===== src/verilog/ssb_pkg.sv =====
package ssb_pkg;

  // ---------------------------------------------------------------
  // Scratchpad offsets
  // ---------------------------------------------------------------
  localparam logic [3:0] SSB_OFS_TEMP_LO   = 4'h0;
  localparam logic [3:0] SSB_OFS_TEMP_HI   = 4'h1;
  localparam logic [3:0] SSB_OFS_FLAGS     = 4'h2;
  localparam logic [3:0] SSB_OFS_RSV3      = 4'h3;
  localparam logic [3:0] SSB_OFS_SETUP1    = 4'h4;
  localparam logic [3:0] SSB_OFS_SETUP2    = 4'h5;
  localparam logic [3:0] SSB_OFS_QUICK_ID  = 4'h6;
  localparam logic [3:0] SSB_OFS_RSV7      = 4'h7;
  localparam logic [3:0] SSB_OFS_LLIM_LO   = 4'h8;
  localparam logic [3:0] SSB_OFS_LLIM_HI   = 4'h9;
  localparam logic [3:0] SSB_OFS_ULIM_LO   = 4'ha;
  localparam logic [3:0] SSB_OFS_ULIM_HI   = 4'hb;
  localparam logic [3:0] SSB_OFS_CORR_LO   = 4'hc;
  localparam logic [3:0] SSB_OFS_CORR_HI   = 4'hd;

  // ---------------------------------------------------------------
  // Reset values
  // ---------------------------------------------------------------
  localparam logic [7:0]  SSB_RST_TEMP     = 8'h00;
  localparam logic [7:0]  SSB_RST_SETUP1   = 8'h70;
  localparam logic [7:0]  SSB_RST_SETUP2   = 8'h80;
  localparam logic [7:0]  SSB_RST_QUICK_ID = 8'h00;
  localparam logic [15:0] SSB_RST_LLIM     = 16'h0000;
  localparam logic [15:0] SSB_RST_ULIM     = 16'h07f0;
  localparam logic [15:0] SSB_RST_CORR     = 16'h0000;
  localparam logic [7:0]  SSB_RST_PIN_SAMP = 8'hf0;
  localparam logic [7:0]  SSB_RST_PIN_SET  = 8'h00;
  localparam logic [7:0]  SSB_RSV_READ     = 8'hff;
  localparam logic [1:0]  SSB_FLAG_RSV     = 2'h3;

  // ---------------------------------------------------------------
  // Field positions
  // ---------------------------------------------------------------
  localparam int SSB_BIT_ALERT_HI  = 7;
  localparam int SSB_BIT_ALERT_LO  = 6;
  localparam int SSB_BIT_FRESH     = 3;
  localparam int SSB_BIT_SUPPLY    = 2;
  localparam int SSB_BIT_DISCOVERY = 1;
  localparam int SSB_BIT_LOCK      = 0;
  // Alert mode select in setup byte one: 0 latching, 1 comparator
  localparam int SSB_BIT_ALERT_MODE = 4;
  // Discovery select field in setup byte two
  localparam int SSB_DSEL_LSB = 0;
  localparam int SSB_DSEL_W   = 2;

  // ---------------------------------------------------------------
  // Carriers
  // ---------------------------------------------------------------
  typedef struct packed {
    logic       wr;
    logic       rd;
    logic [3:0] ofs;
    logic [7:0] wdata;
  } ssb_req_t;

  typedef struct packed {
    logic        valid;
    logic [15:0] value;
  } ssb_conv_t;

  typedef struct packed {
    logic       valid;
    logic [7:0] setup1;
    logic [7:0] setup2;
  } ssb_load_t;

endpackage


===== src/verilog/ssb_bank.sv =====
// What this block does
// - Result bytes read zero after power-up until the first conversion finishes.
// - Latest 16-bit result: low byte offset 00h, high byte 01h, read-only.
// - Flag bit 7 set when result is at or above the upper limit.
// - Flag bit 6 set when result is at or below the lower limit.
// - Alert flags update on each new result; cleared by a flag byte read.
// - In latching mode a set alert flag holds until the flag byte is read.
// - Flag bit 3 set on result update, cleared by a flag byte read.
// - Flag bit 2 shows supply source, sampled at each bus reset when the synchronizer is steady; the power-up sample always reads 0.
// - Flag bit 1 set after address sent in discovery; cleared with discovery_select.
// - Flag bit 0 set once config is locked; then setup writes are refused.
// - Limits reset: lower 0000h, upper F0h low byte and 07h high byte.
// - Setup byte one at 04h resets 70h; setup byte two at 05h resets 80h.
// - Pin registers have no offset: sample byte RO reset F0h, setup WO reset 00h.
// - Correction value bytes at 0Ch and 0Dh, read/write, reset zero.
// - Quick select id byte at 06h, read/write, reset zero.
// - Setup bytes reload from the configuration store on each cfg_load strobe, even when locked.
`timescale 1ns/1ps
`default_nettype none
module ssb_bank
  import ssb_pkg::*;
(
  input  wire logic       clk,
  input  wire logic       sys_rst,
  input  wire ssb_req_t   req,
  output logic [7:0]      rdata,
  input  wire ssb_conv_t  conv,
  input  wire ssb_load_t  cfg_load,
  input  wire logic       bus_reset,
  input  wire logic       supply_bus_pin,
  input  wire logic       addr_sent,
  input  wire logic       lock_set,
  input  wire logic       pin_sample_strobe,
  input  wire logic [7:0] pin_levels,
  input  wire logic       pin_setup_wr,
  input  wire logic [7:0] pin_setup_data,
  output logic [7:0]      pin_sample_value,
  output logic [7:0]      pin_setup_value,
  output logic [7:0]      setup_byte_one,
  output logic [7:0]      setup_byte_two,
  output logic [15:0]     correction,
  output logic [7:0]      quick_select_id
);

  // ---------------------------------------------------------------
  // Registers
  // ---------------------------------------------------------------
  logic [15:0] temp_reg;
  logic [15:0] llim_reg;
  logic [15:0] ulim_reg;
  logic [15:0] corr_reg;
  logic [7:0]  setup1_reg;
  logic [7:0]  setup2_reg;
  logic [7:0]  qid_reg;
  logic        alert_hi_reg;
  logic        alert_lo_reg;
  logic        fresh_result_flag;
  logic        supply_reg;
  logic        discovery_complete_flag;
  logic        lock_reg;
  logic [2:0]  supply_sync_reg;
  logic        sampled_reg;
  logic [7:0]  pin_samp_reg;
  logic [7:0]  pin_set_reg;
  logic [7:0]  rdata_reg;
  logic        flag_read;
  logic        hi_hit;
  logic        lo_hit;
  logic [SSB_DSEL_W-1:0] discovery_select;

  function automatic logic wr_at(input ssb_req_t r, input logic [3:0] o);
    return r.wr && (r.ofs == o);
  endfunction

  assign flag_read        = req.rd && (req.ofs == SSB_OFS_FLAGS);
  assign hi_hit           = $signed(conv.value) >= $signed(ulim_reg);
  assign lo_hit           = $signed(conv.value) <= $signed(llim_reg);
  assign discovery_select = setup2_reg[SSB_DSEL_LSB +: SSB_DSEL_W];

  // ---------------------------------------------------------------
  // Conversion result
  // ---------------------------------------------------------------
  // Only the conversion port writes here; host writes fall away
  always_ff @(posedge clk or posedge sys_rst) begin
    if (sys_rst) begin
      temp_reg <= {SSB_RST_TEMP, SSB_RST_TEMP};
    end else if (conv.valid) begin
      temp_reg <= conv.value;
    end
  end

  // ---------------------------------------------------------------
  // Alert and fresh flags
  // ---------------------------------------------------------------
  // A new result in the read cycle wins over the clear
  always_ff @(posedge clk or posedge sys_rst) begin
    if (sys_rst) begin
      alert_hi_reg      <= 1'b0;
      alert_lo_reg      <= 1'b0;
      fresh_result_flag <= 1'b0;
    end else begin
      if (conv.valid) begin
        fresh_result_flag <= 1'b1;
        if (setup1_reg[SSB_BIT_ALERT_MODE]) begin
          alert_hi_reg <= hi_hit;
          alert_lo_reg <= lo_hit;
        end else begin
          // Set wins over a same-cycle read; an earlier alert is not lost
          alert_hi_reg <= hi_hit | alert_hi_reg;
          alert_lo_reg <= lo_hit | alert_lo_reg;
        end
      end else if (flag_read) begin
        fresh_result_flag <= 1'b0;
        alert_hi_reg      <= 1'b0;
        alert_lo_reg      <= 1'b0;
      end
    end
  end

  // ---------------------------------------------------------------
  // Supply source
  // ---------------------------------------------------------------
  always_ff @(posedge clk or posedge sys_rst) begin
    if (sys_rst) begin
      supply_sync_reg <= 3'h0;
    end else begin
      supply_sync_reg <= {supply_sync_reg[1:0], supply_bus_pin};
    end
  end

  // First sample after release stands in for power-up detection
  always_ff @(posedge clk or posedge sys_rst) begin
    if (sys_rst) begin
      supply_reg  <= 1'b0;
      sampled_reg <= 1'b0;
    end else if (!sampled_reg || bus_reset) begin
      sampled_reg <= 1'b1;
      if (supply_sync_reg[2] == supply_sync_reg[1]) begin
        supply_reg <= supply_sync_reg[2];
      end
    end
  end

  // ---------------------------------------------------------------
  // Discovery and lock
  // ---------------------------------------------------------------
  always_ff @(posedge clk or posedge sys_rst) begin
    if (sys_rst) begin
      discovery_complete_flag <= 1'b0;
    end else if (addr_sent) begin
      discovery_complete_flag <= 1'b1;
    end else if (discovery_select == '0) begin
      discovery_complete_flag <= 1'b0;
    end
  end

  // Lock is sticky; only a power-on reset undoes it
  always_ff @(posedge clk or posedge sys_rst) begin
    if (sys_rst) begin
      lock_reg <= 1'b0;
    end else if (lock_set) begin
      lock_reg <= 1'b1;
    end
  end

  // ---------------------------------------------------------------
  // Setup bytes
  // ---------------------------------------------------------------
  always_ff @(posedge clk or posedge sys_rst) begin
    if (sys_rst) begin
      setup1_reg <= SSB_RST_SETUP1;
      setup2_reg <= SSB_RST_SETUP2;
    end else if (cfg_load.valid) begin
      setup1_reg <= cfg_load.setup1;
      setup2_reg <= cfg_load.setup2;
    end else if (!lock_reg) begin
      if (wr_at(req, SSB_OFS_SETUP1)) begin
        setup1_reg <= req.wdata;
      end
      if (wr_at(req, SSB_OFS_SETUP2)) begin
        setup2_reg <= req.wdata;
      end
    end
  end

  // ---------------------------------------------------------------
  // Limits, correction, quick id
  // ---------------------------------------------------------------
  always_ff @(posedge clk or posedge sys_rst) begin
    if (sys_rst) begin
      llim_reg <= SSB_RST_LLIM;
      ulim_reg <= SSB_RST_ULIM;
      corr_reg <= SSB_RST_CORR;
      qid_reg  <= SSB_RST_QUICK_ID;
    end else if (req.wr) begin
      case (req.ofs)
        SSB_OFS_LLIM_LO:  llim_reg[7:0]  <= req.wdata;
        SSB_OFS_LLIM_HI:  llim_reg[15:8] <= req.wdata;
        SSB_OFS_ULIM_LO:  ulim_reg[7:0]  <= req.wdata;
        SSB_OFS_ULIM_HI:  ulim_reg[15:8] <= req.wdata;
        SSB_OFS_CORR_LO:  corr_reg[7:0]  <= req.wdata;
        SSB_OFS_CORR_HI:  corr_reg[15:8] <= req.wdata;
        SSB_OFS_QUICK_ID: qid_reg        <= req.wdata;
        default: ;
      endcase
    end
  end

  // ---------------------------------------------------------------
  // Pin registers
  // ---------------------------------------------------------------
  // Pin levels arrive already synchronised with the strobe
  always_ff @(posedge clk or posedge sys_rst) begin
    if (sys_rst) begin
      pin_samp_reg <= SSB_RST_PIN_SAMP;
      pin_set_reg  <= SSB_RST_PIN_SET;
    end else begin
      if (pin_sample_strobe) begin
        pin_samp_reg <= pin_levels;
      end
      if (pin_setup_wr) begin
        pin_set_reg <= pin_setup_data;
      end
    end
  end

  // ---------------------------------------------------------------
  // Read path
  // ---------------------------------------------------------------
  always_ff @(posedge clk or posedge sys_rst) begin
    if (sys_rst) begin
      rdata_reg <= 8'h00;
    end else if (req.rd) begin
      case (req.ofs)
        SSB_OFS_TEMP_LO:  rdata_reg <= temp_reg[7:0];
        SSB_OFS_TEMP_HI:  rdata_reg <= temp_reg[15:8];
        SSB_OFS_FLAGS:    rdata_reg <= {alert_hi_reg, alert_lo_reg, SSB_FLAG_RSV,
                                        fresh_result_flag, supply_reg,
                                        discovery_complete_flag, lock_reg};
        SSB_OFS_SETUP1:   rdata_reg <= setup1_reg;
        SSB_OFS_SETUP2:   rdata_reg <= setup2_reg;
        SSB_OFS_QUICK_ID: rdata_reg <= qid_reg;
        SSB_OFS_LLIM_LO:  rdata_reg <= llim_reg[7:0];
        SSB_OFS_LLIM_HI:  rdata_reg <= llim_reg[15:8];
        SSB_OFS_ULIM_LO:  rdata_reg <= ulim_reg[7:0];
        SSB_OFS_ULIM_HI:  rdata_reg <= ulim_reg[15:8];
        SSB_OFS_CORR_LO:  rdata_reg <= corr_reg[7:0];
        SSB_OFS_CORR_HI:  rdata_reg <= corr_reg[15:8];
        default:          rdata_reg <= SSB_RSV_READ;
      endcase
    end
  end

  // ---------------------------------------------------------------
  // Outputs
  // ---------------------------------------------------------------
  always_ff @(posedge clk or posedge sys_rst) begin
    if (sys_rst) begin
      pin_sample_value <= SSB_RST_PIN_SAMP;
      pin_setup_value  <= SSB_RST_PIN_SET;
      setup_byte_one   <= SSB_RST_SETUP1;
      setup_byte_two   <= SSB_RST_SETUP2;
      correction       <= SSB_RST_CORR;
      quick_select_id  <= SSB_RST_QUICK_ID;
    end else begin
      pin_sample_value <= pin_samp_reg;
      pin_setup_value  <= pin_set_reg;
      setup_byte_one   <= setup1_reg;
      setup_byte_two   <= setup2_reg;
      correction       <= corr_reg;
      quick_select_id  <= qid_reg;
    end
  end

  assign rdata = rdata_reg;

endmodule
`default_nettype wire


===== config.mk =====
export PLATFORM = sky130hd
export DESIGN_NAME = ssb_bank
export DESIGN_NICKNAME = d
export VERILOG_FILES = /design/src/verilog/ssb_pkg.sv /design/src/verilog/ssb_bank.sv
export SDC_FILE = /design/constraint.sdc
export NUM_CORES = 1
export LEC_CHECK = 0
export ABC_AREA = 1
export BUFFER_PORTS_ARGS = -buffer_cell sky130_fd_sc_hd__buf_2
export CAP_MARGIN = 0
export CORE_MARGIN = 3
export CORE_UTILIZATION = 40
export CTS_CLUSTER_DIAMETER = 80
export DETAILED_ROUTE_END_ITERATION = 7
export GPL_TIMING_DRIVEN = 0
export PLACE_DENSITY = 0.63
export RECOVER_POWER = 25
export SLEW_MARGIN = 20
export SYNTH_ARGS = -nofsm -noshare
export SYNTH_HDL_FRONTEND = slang
export SYNTH_SLANG_ARGS = --single-unit

===== constraint.sdc =====
create_clock -name clk -period 14.64 [get_ports clk]
set_clock_uncertainty 0.2 [all_clocks]
set_input_delay 1.464 -clock clk [delete_from_list [all_inputs] [get_ports clk]]
set_output_delay 1.464 -clock clk [all_outputs]
set_load 0.02 [all_outputs]

==> reports/metrics.yaml <==
synth:
  synthCells: 805
  synth_common_cells: "nand2_1, dfrtp_1, o21ai_0"
  synth_ff_type: "dfrtp_1"
  yosysSeqAreaShare: 0.589
  synth.distinct_cells: 30
  synth_area_leaders: "dfrtp_1, nand2_1, dfstp_2"
  syn_avg_cell_area_um2: 9.46
  yosysWarningCount: 0
  synth_top_cell_area_share: 0.509
  synthMostInstantiatedCell: "nand2_1"
  synth_top_cell_by_area: "dfrtp_1"
  async_reset_ff_frac: 1.00
  ys_seq_elements: 178
  synth_fp_nets: 909
  synth_edf_count: 0
  syn_area_um2: 7620
floorplan:
  die_area_um2: 20700
  io_pins: 136
  start_util: 0.415
  num_rows: 49
  die_y_um: 144
  die_w_um: 144
  coreArea_um2: 18300
cells_and_area:
  drive_above_1_share: 0.225
  design_area_um2: 9190
  fill_cells: 1747
  antenna_cells: 0
  multi_input_area_um2: 2690
  stdcell_count: 1197
  nNetsFinal: 1059
  areaGrowthSynthToFinish_pct: 20.7
  regArea_um2: 4480
detailed_routing:
  ant_nets: 0
  viasPerCell: 5.13
  drtIter0Drc: 550
  route.vias.total: 6136
  drtPass1Iterations: 5
  routed_wl_um: 21700
  wl_per_cell_um: 18.1
  drc: 0
clock_network:
  root_buffer: "clkbuf_16"
  cts_tree: "yes"
  clk_pin_slew_ns: 0.07
  post_cts_resize_count: 0
  cts_buffers: 17
  cts_sinks: 178
  cts_buffer_depth: 2
  cts.hold.buffers_added: 0
  htreeDepth: 4
  postCtsSetupRepairBufs: 0
  clock_latency_ns: 0.43
sta:
  slew-limit-headroom: -1.59
  max_slew.worst_pin.slew_ns: 3.86
  rsz0062_at_grt: "false"
  hold_violations: 0
  fmax_mhz: 244
  finalSetupViolCount: 0
  finalCritPeriodShare: 0.280
  tns_ns: 0
  timing.hold.ws_ns: 0.166
  slew_viol_final: 89
  fin_crit_ns: 4.10
global_route:
  grt_max_degree: 91
  grt.overflow.total: 0
  grtUsageTotal: 0.216
  grt_pass1_wl_um: 33900
  grt_pass1_vias: 6115
  antenna_found_initial: 0
pwr:
  p_leak_nw: 4.60
  powerDensity_nw_per_um2: 143
  power.total_mw: 1.31
  vdd_drop_max_mv: 0.0965
critical_path:
  critical_path_buf_inv_count: 2
  r2r_slack_ns: 12.66
  cp-start-kind: "input port"
  crit_path_end_kind: "async pin"
  crit_required_ns: 14.32
  arrival_ns: 3.78
  crit_fanout: 89
  crit_start: "sys_rst"
  critPathMaxStageDelay_ns: 2.17
  path_cells: "buf_2, clkinvlp_2"
  crit_type: "in -> async"
  r2r-start: "ulim_reg[5]"
  crit_family: "buffers and inverters"
  slowest_stage: "clkinvlp_2"
hold_path:
  hp-start: "pin_samp_reg[5]"
  hold_class: "reg -> reg"
placement:
  hpwl_um: 16200
  portBuffers: 130
  place_inst: 1165
  place_congestion: 0.944
  placed_area_um2: 8590
flow_run:
  drv_cap: 1
outcome:
  violations: "max-capacitance violations, max-slew violations"
  outcome: "finished, violations left"
worst paths after layout:
path / cells after the start / endpoint
max: 2 / setup_byte_two[6]
min: 0 / pin_sample_value[5]
max reg2reg: 12 / alert_hi_reg
min reg2reg: 0 / pin_sample_value[5]
max in group clk: 5 / rdata[6]
min in group asynchronous: 2 / pin_samp_reg[3]
logic make-up after synthesis:
| logic type | count (synthesis) | synth area share |
|---|---|---|
| other | 1 | 0.000492 |
| adders and majority gates | 32 | 0.0526 |
| and+or+nand+nor | 304 | 0.160 |
| buffers and inverters | 107 | 0.0583 |
| DFF | 178 | 0.589 |
| muxes | 16 | 0.0237 |
| AOI/OAI and AO/OA | 167 | 0.116 |
stage by stage:
step	util	worst slack (ns)
after floorplan	-	8.18
after global placement	0.467	6.18
after detailed placement	0.469	11.43
after CTS	0.502	11.85
after global routing	0.501	9.96
final	0.501	10.54
metal layers:
layer,vias up,wire length (um),global-route usage
met4,0,324,0.0535
li1,2917,-,-
met5,-,0,0
met1,2969,9570,0.305
met3,28,1780,0.0562
met2,222,9990,0.337
layout by cell type, fill, tap and decap left out, drive strengths merged:
| master | Yosys | layout |
|---|---|---|
| nand3 | 11 | 11 |
| a31oi | 4 | 4 |
| bufinv | 0 | 2 |
| o22ai | 11 | 11 |
| o21bai | 1 | 1 |
| or2 | 1 | 1 |
| nand4 | 2 | 2 |
| a21o | 2 | 2 |
| nor3b | 2 | 2 |
| clkinv | 0 | 1 |
| nor3 | 4 | 4 |
| clkinvlp | 0 | 4 |
| dfstp | 23 | 23 |
| dfrtp | 155 | 155 |
| a21oi | 30 | 30 |
| buf | 9 | 139 |
| conb | 1 | 1 |
| a41oi | 5 | 5 |
| nor2 | 60 | 60 |
| inv | 88 | 94 |
| o221ai | 1 | 1 |
| nand2 | 224 | 224 |
| mux2 | 16 | 16 |
| clkbuf | 10 | 30 |
| o21ai | 112 | 112 |
| o31ai | 1 | 1 |
| ha | 32 | 32 |
report_power, final:
group | internal, mW | total, mW | switching, mW
logic | 0.0803 | 0.231 | 0.150
clock network | 0.262 | 0.468 | 0.206
registers | 0.571 | 0.616 | 0.0450
total | 0.913 | 1.31 | 0.401
cell type report:
type	count	area share
clock buffers	19	0.0482
multi-input cells	520	0.293
clock inverters	13	0.0180
repair buffers	131	0.0737
inverters	88	0.0361
plain buffers	19	0.0124
flip-flops and latches	178	0.488
well taps	229	0.0312
No activity file was read; power rests on OpenSTA's default activity.
